File: config.mk
export PLATFORM = sky130hd
export DESIGN_NAME = host_word_enable_strobe_port
export DESIGN_NICKNAME = d
export VERILOG_FILES = /design/src/core/host_port_pkg.sv /design/src/core/host_word_enable_strobe_port.sv
export VERILOG_INCLUDE_DIRS = /design/src /design/src/core
export SDC_FILE = /design/constraint.sdc
export NUM_CORES = 1
export LEC_CHECK = 0
export BUFFER_PORTS_ARGS = -buffer_cell sky130_fd_sc_hd__buf_4
export CAP_MARGIN = 0
export CORE_UTILIZATION = 48
export CTS_BUF_LIST = sky130_fd_sc_hd__clkbuf_2
export DETAILED_ROUTE_END_ITERATION = 8
export PLACE_DENSITY = 0.72
export SLEW_MARGIN = 20
export SYNTH_ARGS = -nofsm -noshare
export SYNTH_HDL_FRONTEND = slang
export SYNTH_SLANG_ARGS = --single-unit
export TNS_END_PERCENT = 100
File: constraint.sdc
create_clock -name clk_sys -period 2.3 [get_ports clk_sys]
set_input_delay 0 -clock clk_sys [delete_from_list [all_inputs] [get_ports clk_sys]]
set_output_delay 0 -clock clk_sys [all_outputs]
set_load 0.1 [all_outputs]
File: src/core/host_port_defs.svh
// Constants for the host word-enable strobe port
`ifndef HOST_PORT_DEFS_SVH
`define HOST_PORT_DEFS_SVH
`define HP_ADDR_W 2
`define HP_DATA_W 32
`define HP_HALF_W 16
`define HP_OFS_CDATA 8'h00
`define HP_OFS_IND_ADDR 8'h04
`define HP_OFS_IND_DATA 8'h08
`define HP_OFS_MISC 8'h0C
`define HP_IDX_CDATA 2'h0
`define HP_IDX_IND_DATA 2'h2
`define HP_BUF_DEPTH 2
`define HP_CTRL_IDLE 5'h1F
`endif

File: src/core/host_port_pkg.sv
// Types shared by the host port and the logic that uses it
`include "host_port_defs.svh"
package host_port_pkg;
	typedef struct packed {
		logic cs_n;
		logic wr_n;
		logic rd_n;
		logic low_half_enable_n;
		logic high_half_enable_n;
	} host_ctrl_t;

	typedef struct packed {
		logic [`HP_ADDR_W-1:0] addr;
		logic [`HP_DATA_W-1:0] data;
		logic low_half;
		logic upper_half_word;
		logic step;
	} write_entry_t;

	typedef enum logic [1:0] {
		st_idle = 2'b00,
		st_wait = 2'b01,
		st_ack = 2'b11
	} port_state_t;
endpackage

File: src/core/host_word_enable_strobe_port.sv
// Asynchronous host port: strobe sync, word enables, pointer steps, write buffer
`timescale 1ns/10ps
`default_nettype none
`include "host_port_defs.svh"
module host_word_enable_strobe_port #(
	parameter int BUF_DEPTH = `HP_BUF_DEPTH
) (
	input wire logic clk_sys,
	input wire logic rst,
	input wire logic cs_n,
	input wire logic wr_n,
	input wire logic rd_n,
	input wire logic low_half_enable_n,
	input wire logic high_half_enable_n,
	input wire logic [`HP_ADDR_W-1:0] adr,
	input wire logic [`HP_DATA_W-1:0] data_in,
	output logic [`HP_DATA_W-1:0] data_out,
	output logic data_oe,
	output logic ack_n,
	input wire logic encode_mode,
	input wire logic fifo_full,
	input wire logic fifo_empty,
	output logic [`HP_ADDR_W-1:0] rd_addr,
	input wire logic [`HP_DATA_W-1:0] rd_data,
	output logic rd_fifo_step,
	output logic rd_ind_step,
	output logic wr_valid,
	output host_port_pkg::write_entry_t wr_entry,
	input wire logic wr_ready
);
	// The buffer control below only knows the full and single-entry cases
	if (BUF_DEPTH != 2) begin
		$error("host port write buffer is built for exactly two entries");
	end

	host_port_pkg::host_ctrl_t ctrl_meta, ctrl_s;
	logic [`HP_ADDR_W-1:0] adr_meta, adr_s;
	logic [`HP_DATA_W-1:0] data_meta, data_s;
	host_port_pkg::port_state_t state;
	logic is_read;
	logic [`HP_ADDR_W-1:0] acc_addr;
	logic acc_low, acc_high;
	host_port_pkg::write_entry_t entry1;
	logic [1:0] count;
	logic strobe_low, stall, push, pop, stepping;
	logic acc_cdata, read_done;
	logic [1:0] next_count;
	host_port_pkg::write_entry_t new_entry;

	function automatic logic is_step_addr(input logic [`HP_ADDR_W-1:0] a);
		is_step_addr = (a == `HP_IDX_CDATA) || (a == `HP_IDX_IND_DATA);
	endfunction

	// Strobes and enables: two flops each, reset to the idle (all high) levels
	always_ff @(posedge clk_sys) begin
		if (rst) begin
			ctrl_meta <= `HP_CTRL_IDLE;
			ctrl_s <= `HP_CTRL_IDLE;
		end else begin
			ctrl_meta <= {cs_n, wr_n, rd_n, low_half_enable_n, high_half_enable_n};
			ctrl_s <= ctrl_meta;
		end
	end

	// Address and data: two flops as well; the host holds them through a strobe,
	// so they have settled by the time the synchronised strobe is acted on
	always_ff @(posedge clk_sys) begin
		if (rst) begin
			adr_meta <= '0;
			adr_s <= '0;
			data_meta <= '0;
			data_s <= '0;
		end else begin
			adr_meta <= adr;
			adr_s <= adr_meta;
			data_meta <= data_in;
			data_s <= data_meta;
		end
	end

	assign acc_cdata = acc_addr == `HP_IDX_CDATA;
	assign strobe_low = is_read ? !ctrl_s.rd_n : !ctrl_s.wr_n;
	// Only the compressed-data register waits on the FIFO; writes to any register also stall on a full buffer
	assign stall = is_read
		? (acc_cdata && encode_mode && fifo_empty)
		: (count == 2'(BUF_DEPTH))
		|| (acc_cdata && !encode_mode && fifo_full);
	assign stepping = acc_high && is_step_addr(acc_addr);
	assign push = state == host_port_pkg::st_ack && !is_read && !strobe_low;
	assign read_done = state == host_port_pkg::st_ack && is_read && !strobe_low;
	assign pop = wr_valid && wr_ready;
	assign new_entry = '{addr: acc_addr, data: data_s, low_half: acc_low,
		upper_half_word: acc_high, step: stepping};

	// Buffer occupancy after this edge's push and pop
	always_comb begin
		next_count = count;
		if (push && !pop)
			next_count = count + 2'd1;
		else if (pop && !push)
			next_count = count - 2'd1;
	end

	// Access sequencer: a strobe opens an access, the trailing edge closes it
	always_ff @(posedge clk_sys) begin
		if (rst) begin
			state <= host_port_pkg::st_idle;
			is_read <= 1'b0;
			acc_addr <= '0;
			acc_low <= 1'b0;
			acc_high <= 1'b0;
			ack_n <= 1'b1;
		end else begin
			unique case (state)
				host_port_pkg::st_idle: begin
					if (!ctrl_s.cs_n && (!ctrl_s.wr_n || !ctrl_s.rd_n)) begin
						state <= host_port_pkg::st_wait;
						is_read <= !ctrl_s.rd_n;
						acc_addr <= adr_s;
						acc_low <= !ctrl_s.low_half_enable_n;
						acc_high <= !ctrl_s.high_half_enable_n;
					end
				end
				host_port_pkg::st_wait: begin
					if (ctrl_s.cs_n || !strobe_low) begin
						state <= host_port_pkg::st_idle;
					end else if (!stall) begin
						state <= host_port_pkg::st_ack;
						ack_n <= 1'b0;
					end
				end
				host_port_pkg::st_ack: begin
					if (!strobe_low || ctrl_s.cs_n) begin
						state <= host_port_pkg::st_idle;
						ack_n <= 1'b1;
					end
				end
				// The one unused code falls back to idle rather than lock the port
				default: begin
					state <= host_port_pkg::st_idle;
					ack_n <= 1'b1;
				end
			endcase
		end
	end

	// Read word: latched in the cycle the acknowledge is given
	always_ff @(posedge clk_sys) begin
		if (rst) begin
			rd_addr <= '0;
			data_out <= '0;
		end else begin
			rd_addr <= adr_s;
			if (state == host_port_pkg::st_wait && is_read && !stall)
				data_out <= rd_data;
		end
	end

	// Bus drive: follows the synchronised select and read strobe, so the pins
	// float about three clocks after chip select rises
	always_ff @(posedge clk_sys) begin
		if (rst) begin
			data_oe <= 1'b0;
		end else begin
			data_oe <= !ctrl_s.cs_n && !ctrl_s.rd_n && is_read
				&& state != host_port_pkg::st_idle;
		end
	end

	// Read-side pointer steps fire once as an upper-half read ends
	always_ff @(posedge clk_sys) begin
		if (rst) begin
			rd_fifo_step <= 1'b0;
			rd_ind_step <= 1'b0;
		end else begin
			rd_fifo_step <= read_done && acc_high && acc_cdata;
			rd_ind_step <= read_done && acc_high && acc_addr == `HP_IDX_IND_DATA;
		end
	end

	// Two-entry write buffer; a slow consumer holds off ack instead of losing words
	always_ff @(posedge clk_sys) begin
		if (rst) begin
			count <= '0;
			wr_valid <= 1'b0;
		end else begin
			count <= next_count;
			wr_valid <= next_count != 2'd0;
		end
	end

	// Head of the buffer: a new word lands here when the head is free or leaving
	always_ff @(posedge clk_sys) begin
		if (rst) begin
			wr_entry <= '0;
		end else if (push && (count == 2'd0 || (count == 2'd1 && pop))) begin
			wr_entry <= new_entry;
		end else if (pop) begin
			wr_entry <= entry1;
		end
	end

	// Second slot: only filled while the head is still waiting for the consumer
	always_ff @(posedge clk_sys) begin
		if (rst) begin
			entry1 <= '0;
		end else if (push && (count == 2'd2 || (count == 2'd1 && !pop))) begin
			entry1 <= new_entry;
		end
	end
endmodule
`default_nettype wire

======== Word level (Yosys, flattened, before mapping) ========
Cells that the tools add are included.
storage, ports and cells
  logic and storage cells ................. 116
  register bits after elaboration ......... 200
  input bits .............................. 77
  output and inout bits ................... 76
operators by class
  muxes and demuxes ....................... 15
  add/subtract/negate cells ............... 2
  reduce and logical (&&, ||, !) cells .... 51
  equality and inequality tests ........... 10
  bitwise gates (word level) .............. 1
operators by type and width
  operator             number
  $mux 37              2
  $logic_and 1x1->1    25
  $mux 2               6
  $logic_not 1->1      11
  $eq 2x2->1 const B   3
  $logic_not 2->1      3
  $logic_or 1x1->1     6
  $ne 2x2->1 const B   3
  $pmux 2 s3           1
  $reduce_bool 2->1    3
  $mux 1               5
  $eq 2x1->1 const B   2
  $reduce_and 4->1     1
  $ne 3x3->1 const B   1
  $pmux 1 s3           1
  $reduce_and 3->1     1
  $add 2x1->2 const B  1
  $ne 2x1->1 const B   1
  $reduce_and 2->1     1
  $sub 2x1->2 const B  1
  $not 1->1            1

======== Depth between registers and ports, before layout ========
Gate-level depths: netlist of the first run.
  depth in word-level cells ............... 9
  gate-level depth with buffers ........... 7
  depth with buffers taken out ............ 5

======== Least setup slack after synthesis of the first run ========
Ideal clock, no wire load.
  path type ............................... flip-flop to flip-flop
  start point ............................. register wr_valid
  end point ............................... register wr_entry[26] (netlist name)
  arrival ................................. 2.016 ns
  path slack .............................. 0.195 ns
  cell stages (with the launch flop) ...... 7
  data required time ...................... 2.211 ns
  buffers on the path ..................... 3
  cells stage by stage .................... dfxtp_1 -> buf_2 -> a31oi_4 -> nand2b_1 -> buf_6 -> buf_6 -> a311oi_2
on the way
  cells in the longest elaborated chain, start to end .. 5
  elaborated cells between the ends (all ways) .. 6
ends and longest elaborated chain
  what                                                 line                                 RTL
  start: declaration                                   host_word_enable_strobe_port.sv:27   output logic wr_valid,
  start signal: assignment                             host_word_enable_strobe_port.sv:185  wr_valid <= 1'b0;
  start signal: assignment                             host_word_enable_strobe_port.sv:188  wr_valid <= next_count != 2'd0;
  $logic_and 1x1->1 *                                  host_word_enable_strobe_port.sv:91   assign pop = wr_valid && wr_ready;
  $logic_and 1x1->1                                    host_word_enable_strobe_port.sv:196  end else if (push && (count == 2'd0 || (count == 2'd1 && pop))) begin
  $logic_or 1x1->1                                     host_word_enable_strobe_port.sv:196
  $logic_and 1x1->1                                    host_word_enable_strobe_port.sv:196
  $mux 37 / $reduce_bool 2->1 (equally long branches)  n/a
  end signal: assignment                               host_word_enable_strobe_port.sv:197  wr_entry <= new_entry;
  end signal: assignment                               host_word_enable_strobe_port.sv:199  wr_entry <= entry1;
  end: declaration                                     host_word_enable_strobe_port.sv:28   output host_port_pkg::write_entry_t wr_entry,
Every way passes the cells marked *; elsewhere a longest branch is shown, timed or not.
A chain may end at the register's enable or synchronous reset.

======== Worst setup path after layout of the first run ========
  start point ............................. register acc_addr[0]
  end point ............................... register state[1]
on the way
  cells in the longest elaborated chain, start to end .. 7
  elaborated cells between the ends (all ways) .. 9
ends and longest elaborated chain
  what                                 line                                 RTL
  start: declaration                   host_word_enable_strobe_port.sv:41   logic [`HP_ADDR_W-1:0] acc_addr;
  start signal: assignment             host_word_enable_strobe_port.sv:119  acc_addr <= adr_s;
  $logic_not 2->1 (no source line) *   n/a
  $logic_and 1x1->1 (2 in a row)       host_word_enable_strobe_port.sv:87   || (acc_cdata && !encode_mode && fifo_full);
  $logic_or 1x1->1                     host_word_enable_strobe_port.sv:87
  $mux 1 *                             host_word_enable_strobe_port.sv:85   ? (acc_cdata && encode_mode && fifo_empty)
  $ne 3x3->1 (no source line) *        n/a
  $reduce_and 3->1 (no source line) *  n/a
  end signal: assignment               host_word_enable_strobe_port.sv:107  state <= host_port_pkg::st_idle;
  end signal: assignment               host_word_enable_strobe_port.sv:117  state <= host_port_pkg::st_wait;
  end signal: assignment               host_word_enable_strobe_port.sv:126  state <= host_port_pkg::st_idle;
  end: declaration                     host_word_enable_strobe_port.sv:39   host_port_pkg::port_state_t state;
Marked as above.

==> metrics.cfg, run 1 <==
[status]
status = complete, no violations

[cells_and_area]
syn2layout_area_growth_pct = 47.1
drive_gt1_frac = 0.215
final_cell_mix = 218 x dlygate4sd3_1, 199 x dfxtp_1, 170 x buf_4
final_common_cell = dlygate4sd3_1
antenna_cells = 0
register_area_sq_mm = 0.00401
layout.nets = 1187
multiInputGateArea_sq_mm = 0.00341
fill_cells = 1060

[place]
hpwl_microns = 10500
io_buffers = 152
routabilityCongestion = 0.722

[pwr]
ir_drop_v = 0.000354
p_leak_nw = 4.54
p_per_area_mw_per_mm2 = 507

[clocking]
htreeDepth = 4
numCtsBuffers = 17
cts-root-buf = clkbuf_2
path_clk_slew_ns = 0.30
cts_tree = done
cts-resized-gates = 0
cts.sinks = 200
clockBufferDepth = 2
clk_latency_ns = 0.78

[floorplanning]
rows = 46
die_x_microns = 129
coreArea_sq_mm = 0.0158
boundaryPins = 153
dieHeight_microns = 129
start_util = 0.491
die-area_sq_mm = 0.0167

[yosys]
ys_ff_latch = 200
avgSynthCellArea_sq_um = 10.1
syn_area_sq_mm = 0.00777
ys_types = 49
synth_top_cell_by_area = dfxtp_1
ys_seq_area_frac = 0.515
netlist_top_cells_area = dfxtp_1 52%, nand2b_1 6.0%, nor2b_1 5.6%
ys_warn_count = 0
synth_top_area_share = 0.515
postSynthCellCount = 769
synth.net_count = 849

[sta]
whs_ns = 0.236
rsz0062_at_grt = no
max_freq_mhz = 471
maxSlewViolCount = 0
maxSlewHeadroom = 0.251
finalHoldViolations = 0
fin_crit_ns = 2.13
worstMarginPinSlew_ns = 1.12
setup-violations-final = 0
skew_ns = 0.0416
finalSetupTns_ns = 0
fin_crit_sh = 0.924

[setup_path]
r2r_slack_ns = 0.17
reg2regPathDepth = 5
r2r-end = state[1]$_SDFFE_PP0P_
critPathLaunchType = flip-flop
startpoint = acc_addr[0]$_SDFFE_PP0P_
crit_end = state[1]$_SDFFE_PP0P_
endpoint_kind = flip-flop
arrival_ns = 2.82
cp_max_fo = 8
required_ns = 2.99
criticalPathCategory = reg2reg
r2r_start = acc_addr[0]$_SDFFE_PP0P_

[grt]
overflow = 0
grt_max_degree = 105
antenna_found_initial = 0
grt_usage = 0.272
grt_pass1_vias = 6895
grt_pass1_wl_microns = 35300

[drt]
vias = 6872
ant_nets = 0
viasPerCell = 5.14
wl_per_cell_microns = 16.3
dr.pass1.iters = 5
drc = 0
wirelength_microns = 21800
first_iter_violations = 464

[job]
drv_cap = 0

[min_path]
hold_path.class = in2reg

## cell type report
| class | instances | share of cell area |
|---|---|---|
| inverters | 2 | 0.000657 |
| multi-input cells | 495 | 0.299 |
| clock buffers | 17 | 0.00744 |
| well taps | 216 | 0.0236 |
| repair buffers | 391 | 0.307 |
| clock inverters | 15 | 0.0123 |
| flip-flops and latches | 200 | 0.350 |
## repair_timing
item / CTS / global route
hold buffers: 218 / 0
buffers inserted: 0 / 0
endpoints found under the hold margin: 176 / 0
## worst max-delay path: stages, from the launching register on
cell and delay, ns:
dfxtp_1 0.38, buf_4 0.16, or4b_1 0.53, dlygate4sd3_1 0.58, a22o_1 0.23, o21a_1 0.17
## sequential cells by signal, summed over array words and instances (netlist names), 2 cells and up
signal and count:
entry1 37, state 2, ctrl_s 5, adr_meta 2, rd_addr 2, ctrl_meta 5, acc_addr 2, adr_s 2
count 2, data_meta 32, wr_entry 37, data_out 32, data_s 32
## cells in the mapped netlist, drive strengths merged
cell,count
dfxtp,200
nand2b,75
nor2b,70
nand3,69
clkbuf,48
mux2i,42
nand2,39
nor3b,38
a311oi,36
o21ai,34
a21oi,32
buf,24
nor2,11
or2,10
a211oi,4
a21boi,3
and3b,3
ha,3
a31oi,2
inv,2
mux2,2
nand3b,2
nor3,2
nor4,2
a2111oi,1
a21o,1
a221oi,1
a22o,1
and3,1
and4b,1
and4bb,1
nand4,1
nand4bb,1
o21a,1
o21ba,1
o21bai,1
or3,1
or3b,1
or4b,1
xor2,1
## power breakdown
part | switching, mW | internal [mW]
Clock | 1.23 | 0.420
Sequential | 0.0273 | 3.55
Combinational | 0.206 | 0.363
## logic make-up (layout without fill, tap and decap cells)
group                    after synthesis  in the layout  share of synthesized area
AND/OR/NAND/NOR                      329            329                      0.248
flip-flops                           200            200                      0.515
AO/OA/AOI/OAI                        118            118                      0.127
buffers and inverters                 74            425                     0.0470
multiplexers                          44             44                     0.0570
adder cells (fa/ha/maj)                3              3                    0.00483
XOR/XNOR                               1              1                    0.00113
## metrics by stage
step	power (mW)	instances	utilization	instance area [sq um]	worst slack (ns)
after detailed placement	3.93	1086	0.570	9020	0.382
after CTS	5.81	1336	0.722	11400	0.186
after global placement	3.93	1086	0.570	9020	0.496
final	5.79	1336	0.722	11400	0.175
after floorplan	3.79	769	-	7770	0.195
after global routing	6.02	1336	0.722	11400	0.0637
## routing by layer
metal | GRT usage | vias to the layer above | routed length (microns)
met5 | 0 | - | 0
met4 | 0.104 | 0 | 554
met3 | 0.0789 | 60 | 1500
met2 | 0.461 | 259 | 10600
met1 | 0.326 | 3229 | 9140
li1 | - | 3324 | -
## worst min-delay path by stage
stage                             startpoint                   endpoint  slack, ns  cells past startpoint
after floorplan           high_half_enable_n    ctrl_meta[0]$_SDFF_PP1_        0.1                      1
after global placement                  rd_n    ctrl_meta[2]$_SDFF_PP1_       0.18                      2
after detailed placement   low_half_enable_n    ctrl_meta[1]$_SDFF_PP1_       0.18                      2
after CTS                           wr_ready  wr_entry[36]$_SDFFE_PP0P_       0.16                      4
after global routing                wr_ready        count[1]$_SDFF_PP0_       0.17                      4
final                               wr_ready        count[1]$_SDFF_PP0_       0.24                      4
Note: power is estimated with default switching activity, not from simulation.
==> run 2: changes to the inputs <==
- CTS_BUF_LIST: sky130_fd_sc_hd__clkbuf_2 -> sky130_fd_sc_hd__clkbuf_16
==> run 2 against run 1 <==
Sequential power barely moved. Cell count fell by 11%. Clock skew fell by 0.034 ns. Global-route usage fell by 4.8 points. Via count fell by 12%. Power rose by 18%. Critical endpoint is now data_out[26]$_SDFFE_PP0P_. Highest routed layer unchanged.
==> metrics.cfg, run 2 (synthesized netlist as in run 1, its figures left out) <==
[status]
status = complete, no violations

[cells_and_area]
final_area_sq_mm = 0.0103  ; -9.9%
final_cell_mix = 199 x dfxtp_1, 170 x buf_4, 74 x nand2b_1
antenna_cells = 0  ; unchanged
syn2layout_area_growth_pct = 32.6
largest_registers = entry1: 37 flops, wr_entry: 37 flops
layout.nets = 1040  ; -12%
drive_gt1_frac = 0.248  ; +0.0325
final_common_cell = dfxtp_1

[pwr]
p_per_area_mw_per_mm2 = 662  ; +31%
p_comb_frac = 0.058  ; -0.040
switchingPower_mw = 1.54  ; +5.5%
clock_power_share = 0.421  ; +0.136
ir_drop_v = 0.000506  ; +43%
p_sw_frac = 0.226  ; -0.0264
seqPwrFrac = 0.521  ; -0.096
p_leak_nw = 4.12  ; -9.4%
internal-power_mw = 5.28  ; +22%
power.total_mw = 6.82  ; +18%

[setup_path]
endpoint_kind = flip-flop
cp_max_fo = 32  ; +24
cp_top_family = simple AND/OR/NAND/NOR gates
slowest_delay_ns = 1.03  ; +0.45 ns
crit_path_cell_trace = and4bb_1, o21ai_0, a21oi_1
path_buf_inv = 0  ; -2
arrival_ns = 2.40  ; -0.42 ns
criticalPathCategory = reg2reg
required_ns = 2.66  ; -0.33 ns
critPathSlowestCell = and4bb_1
critPathLaunchType = flip-flop

[clocking]
clk_latency_ns = 0.43  ; -0.35 ns
htreeDepth = 4  ; unchanged
cts.sinks = 200  ; unchanged
cts-root-buf = clkbuf_16
cts_tree = done
clockBufferDepth = 2  ; unchanged
path_clk_slew_ns = 0.07  ; -0.23 ns
numCtsBuffers = 17  ; unchanged

[floorplanning]
coreArea_sq_mm = 0.0158  ; unchanged
die-area_sq_mm = 0.0167  ; unchanged
boundaryPins = 153  ; unchanged
start_util = 0.491  ; unchanged
dieHeight_microns = 129  ; unchanged
die_x_microns = 129  ; unchanged
rows = 46  ; unchanged

[sta]
max_freq_mhz = 490  ; +4.1%
maxSlewViolCount = 0  ; unchanged
finalHoldViolations = 0  ; unchanged
fin_crit_sh = 0.887  ; -0.0365
skew_ns = 0.00717  ; -0.0345 ns
maxSlewHeadroom = 0.273  ; +0.0215
whs_ns = 0.0271  ; -0.209 ns
rsz0062_at_grt = no
finalSetupTns_ns = 0  ; unchanged
setup-violations-final = 0  ; unchanged
fin_crit_ns = 2.04  ; -0.0840 ns
worstMarginPinSlew_ns = 1.09  ; -0.0322 ns

[drt]
dr.pass1.iters = 5  ; unchanged
viasPerCell = 5.09  ; -0.98%
ant_nets = 0  ; unchanged
first_iter_violations = 406  ; -13%
drc = 0  ; unchanged
vias = 6056  ; -12%
wl_per_cell_microns = 15.1  ; -7.3%
wirelength_microns = 18000  ; -17%

[job]
drv_cap = 0  ; unchanged

[grt]
grt_pass1_vias = 6032  ; -13%
antenna_found_initial = 0  ; unchanged
grt_usage = 0.224  ; -0.0477
overflow = 0  ; unchanged
grt_pass1_wl_microns = 29600  ; -16%
grt_max_degree = 105  ; unchanged

[place]
dpl_cell_area_sq_mm = 0.00902  ; unchanged
io_buffers = 152  ; unchanged
hpwl_microns = 10500  ; unchanged
routabilityCongestion = 0.722  ; unchanged

[min_path]
hold_path.class = in2reg

run 2: cell types whose count changed in the layout (fill, tap and decap cells not counted):
| cell | previous run | this run |
|---|---|---|
| dlygate4sd3_1 | 218 | 71 |
| clkbuf_16 | 0 | 17 |
| clkbuf_2 | 17 | 0 |
run 2: stage by stage:
stage	util	setup WS, ns	cells
floorplan	-	0.195	769
global route	0.651	0.157	1189
detailed placement	0.570	0.382	1086
global placement	0.570	0.496	1086
finish	0.651	0.259	1189
CTS	0.651	0.388	1189
run 2: final cells by class:
class,count,area [sq um]
Multi-Input combinational cell,495,3410
Clock buffer,17,425
Timing Repair Buffer,244,2040
Clock inverter,15,140
Sequential cell,200,4010
Inverter,2,7.51
Fill cell,1237,5530
Tap cell,216,270
run 2: worst register-to-register path: cells and delay by family (launching register included):
family	cells	cell delay, ns
DFF	1	0.37
AOI/OAI and AO/OA	2	0.57
and+or+nand+nor	1	1.03
run 2: per-layer routing:
metal	routed length, microns	track usage
met5	0	0
met4	133	0.0623
met3	1150	0.0756
met2	8500	0.368
met1	8190	0.280
run 2: what timing repair did:
action / 4_1_cts / 5_1_grt
hold buffers: 71 / 0
hold endpoints to repair: 71 / 0
setup endpoints to repair: 0 / 0
resized for setup: 0 / 0
setup buffers: 0 / 0
run 2: path summary, 6_finish.rpt:
path                                 start                        end  slack (ns)  cells past startpoint
setup reg to reg  acc_addr[1]$_SDFFE_PP0P_  data_out[26]$_SDFFE_PP0P_        0.26                      3
hold / removal                    wr_ready  wr_entry[36]$_SDFFE_PP0P_        0.03                      3
setup / recovery  acc_addr[1]$_SDFFE_PP0P_  data_out[26]$_SDFFE_PP0P_        0.26                      3
hold reg to reg    ctrl_meta[1]$_SDFF_PP1_       ctrl_s[1]$_SDFF_PP1_        0.40                      1
run 2: power groups by stage:
stage	combinational [mW]	clock (mW)	sequential, mW
2_1_floorplan	0.159	0	3.63
3_3_place_gp	0.298	0	3.63
3_5_place_dp	0.299	0	3.63
4_1_cts	0.396	2.93	3.55
5_1_grt	0.428	3.08	3.56
6_report	0.399	2.87	3.55
==> run 3: changes to the inputs <==
- PLACE_DENSITY: 0.72 -> 0.71
- clock period: 2.3 -> 2 ns (I/O delays scaled with it)
==> run 3 against run 2 <==
Critical path depth rose by 1. Flip-flop and latch count did not move. Global-route usage rose by 0.91 points. Largest power group unchanged. Worst hold slack got worse by 0.0070 ns. Sequential share of layout area barely moved.
==> metrics.cfg, run 3 (synthesized netlist as in run 1, its figures left out) <==
[grt]
overflow = 0  ; unchanged
grt_pass1_vias = 6282  ; +4.1%
grt_usage = 0.233  ; +0.00914
antenna_found_initial = 0  ; unchanged
grt_pass1_wl_microns = 30600  ; +3.4%
grt_max_degree = 87  ; -17%

[cells_and_area]
final_area_sq_mm = 0.0103  ; -0.11%
largest_registers = entry1: 37 flops, wr_entry: 37 flops
syn2layout_area_growth_pct = 32.4
antenna_cells = 0  ; unchanged
final_common_cell = dfxtp_1
drive_gt1_frac = 0.243  ; -0.00517
finalNonFillerCells = 1185  ; -0.34%
layout.nets = 1037  ; -0.29%
final_cell_mix = 199 x dfxtp_1, 164 x buf_4, 74 x nand2b_1
register_area_sq_mm = 0.00401  ; unchanged
multiInputGateArea_sq_mm = 0.00341  ; about the same
fill_cells = 1242  ; +0.40%

[setup_path]
r2r_slack_ns = 0.15  ; -0.11 ns
path_buf_inv = 1  ; +1
critPathLaunchType = flip-flop
endpoint_kind = flip-flop
arrival_ns = 2.14  ; -0.26 ns
slowest_delay_ns = 0.54  ; -0.49 ns
cp_max_fo = 18  ; -44%
reg2regPathDepth = 4  ; +1
r2r-end = wr_entry[35]$_SDFFE_PP0P_
crit_path_cell_trace = and4b_2, buf_4, nor3b_1, a311oi_2
critPathSlowestCell = and4b_2
required_ns = 2.29  ; -0.37 ns
criticalPathCategory = reg2reg
r2r_start = state[1]$_SDFFE_PP0P_
cp_top_family = simple AND/OR/NAND/NOR gates

[place]
placed_cells = 1082  ; -0.37%
io_buffers = 152  ; unchanged
dpl_cell_area_sq_mm = 0.00902  ; about the same
hpwl_microns = 11200  ; +6.6%
post-place-ws_ns = 0.151  ; -0.231 ns
routabilityCongestion = 0.772  ; +7.0%

[drt]
wl_per_cell_microns = 16.0  ; +6.0%
wirelength_microns = 19000  ; +5.6%
first_iter_violations = 391  ; -3.7%
drc = 0  ; unchanged
dr.pass1.iters = 5  ; unchanged
ant_nets = 0  ; unchanged
viasPerCell = 5.24  ; +2.9%
vias = 6212  ; +2.6%

[clocking]
htreeDepth = 4  ; unchanged
cts-root-buf = clkbuf_16
cts_tree = done
clockBufferDepth = 2  ; unchanged
clk_latency_ns = 0.43  ; about the same
post_cts_buffers = 0  ; unchanged
path_clk_slew_ns = 0.07  ; about the same
numCtsBuffers = 17  ; unchanged
cts.sinks = 200  ; unchanged

[sta]
worstMarginPinSlew_ns = 0.611  ; -0.479 ns
rsz0062_at_grt = no
fin_crit_ns = 1.85  ; -0.191 ns
fin_ws_ns = 0.149  ; -0.109 ns
skew_ns = 0.0112  ; +0.00399 ns
finalSetupTns_ns = 0  ; unchanged
maxSlewViolCount = 0  ; unchanged
setup-violations-final = 0  ; unchanged
fin_crit_sh = 0.925  ; +0.0379
maxSlewHeadroom = 0.592  ; +0.319
finalHoldViolations = 0  ; unchanged
max_freq_mhz = 540  ; +10%

[pwr]
p_sw_frac = 0.224  ; -0.00263
p_comb_frac = 0.060  ; +0.002
seqPwrFrac = 0.525  ; +0.004
power.total_mw = 7.79  ; +14%
clock_power_share = 0.416  ; -0.005
internal-power_mw = 6.05  ; +15%
switchingPower_mw = 1.74  ; +13%
p_leak_nw = 4.10  ; -0.48%
p_per_area_mw_per_mm2 = 757  ; +14%
ir_drop_v = 0.000611  ; +21%

[min_path]
hold_end = acc_addr[0]$_SDFFE_PP0P_
hold_path.class = in2reg
hold_depth = 2  ; -1
min_from = rst

[floorplanning]
die-area_sq_mm = 0.0167  ; unchanged
start_util = 0.491  ; unchanged
die_x_microns = 129  ; unchanged
boundaryPins = 153  ; unchanged
rows = 46  ; unchanged
coreArea_sq_mm = 0.0158  ; unchanged
dieHeight_microns = 129  ; unchanged

[status]
status = complete, no violations

[job]
drv_cap = 0  ; unchanged

## run 3: worst reg2reg max path, cell delays in order, from the launching register on
cell,delay (ns)
dfxtp_1,0.51
and4b_2,0.54
buf_4,0.29
nor3b_1,0.29
a311oi_2,0.08
## run 3: what timing repair did
action | CTS | global route
hold endpoints to repair | 72 | 0
endpoints found under the setup margin | 0 | 3
hold buffers | 72 | 0
gates resized for setup | 0 | 1
## run 3: area by class of cell
class | count | share of cell area
Timing Repair Buffer | 241 | 0.199
Clock buffer | 17 | 0.0413
Tap cell | 216 | 0.0263
Clock inverter | 14 | 0.0123
Inverter | 2 | 0.000730
Sequential cell | 200 | 0.389
Multi-Input combinational cell | 495 | 0.332
## run 3: power by group through the flow
stage / combinational (mW) / sequential [mW] / clock (mW)
5_1_grt: 0.498 / 4.09 / 3.46
2_1_floorplan: 0.183 / 4.18 / 0
3_5_place_dp: 0.345 / 4.18 / 0
6_report: 0.465 / 4.09 / 3.24
3_3_place_gp: 0.335 / 4.18 / 0
4_1_cts: 0.459 / 4.09 / 3.29
## run 3: metrics by stage
stage / hold slack [ns] / util
after global placement: 0.182 / 0.570
after global routing: 0.0489 / 0.650
after detailed placement: 0.181 / 0.570
after CTS: 0.0222 / 0.650
final: 0.0202 / 0.650
after floorplan: 0.0971 / -
## run 3: metal layers
layer  up-vias  routed length, microns  track usage
met1      2980                    8050        0.273
met3        30                    1160       0.0628
met2       178                    9420        0.405
met5         -                       0            0
li1       3024                       -            -
met4         0                     356       0.0948
## run 3: worst max-delay path by stage
stage                                startpoint                        end  slack (ns)  cells past startpoint
after floorplan             wr_valid$_SDFF_PP0_  wr_entry[26]$_SDFFE_PP0P_        0.23                      6
after global placement    state[1]$_SDFFE_PP0P_  wr_entry[36]$_SDFFE_PP0P_        0.27                      4
after detailed placement  state[1]$_SDFFE_PP0P_  wr_entry[26]$_SDFFE_PP0P_        0.15                      4
after CTS                 state[1]$_SDFFE_PP0P_  wr_entry[26]$_SDFFE_PP0P_        0.15                      4
after global routing      state[1]$_SDFFE_PP0P_  wr_entry[28]$_SDFFE_PP0P_        0.04                      4
final                     state[1]$_SDFFE_PP0P_  wr_entry[35]$_SDFFE_PP0P_        0.15                      4
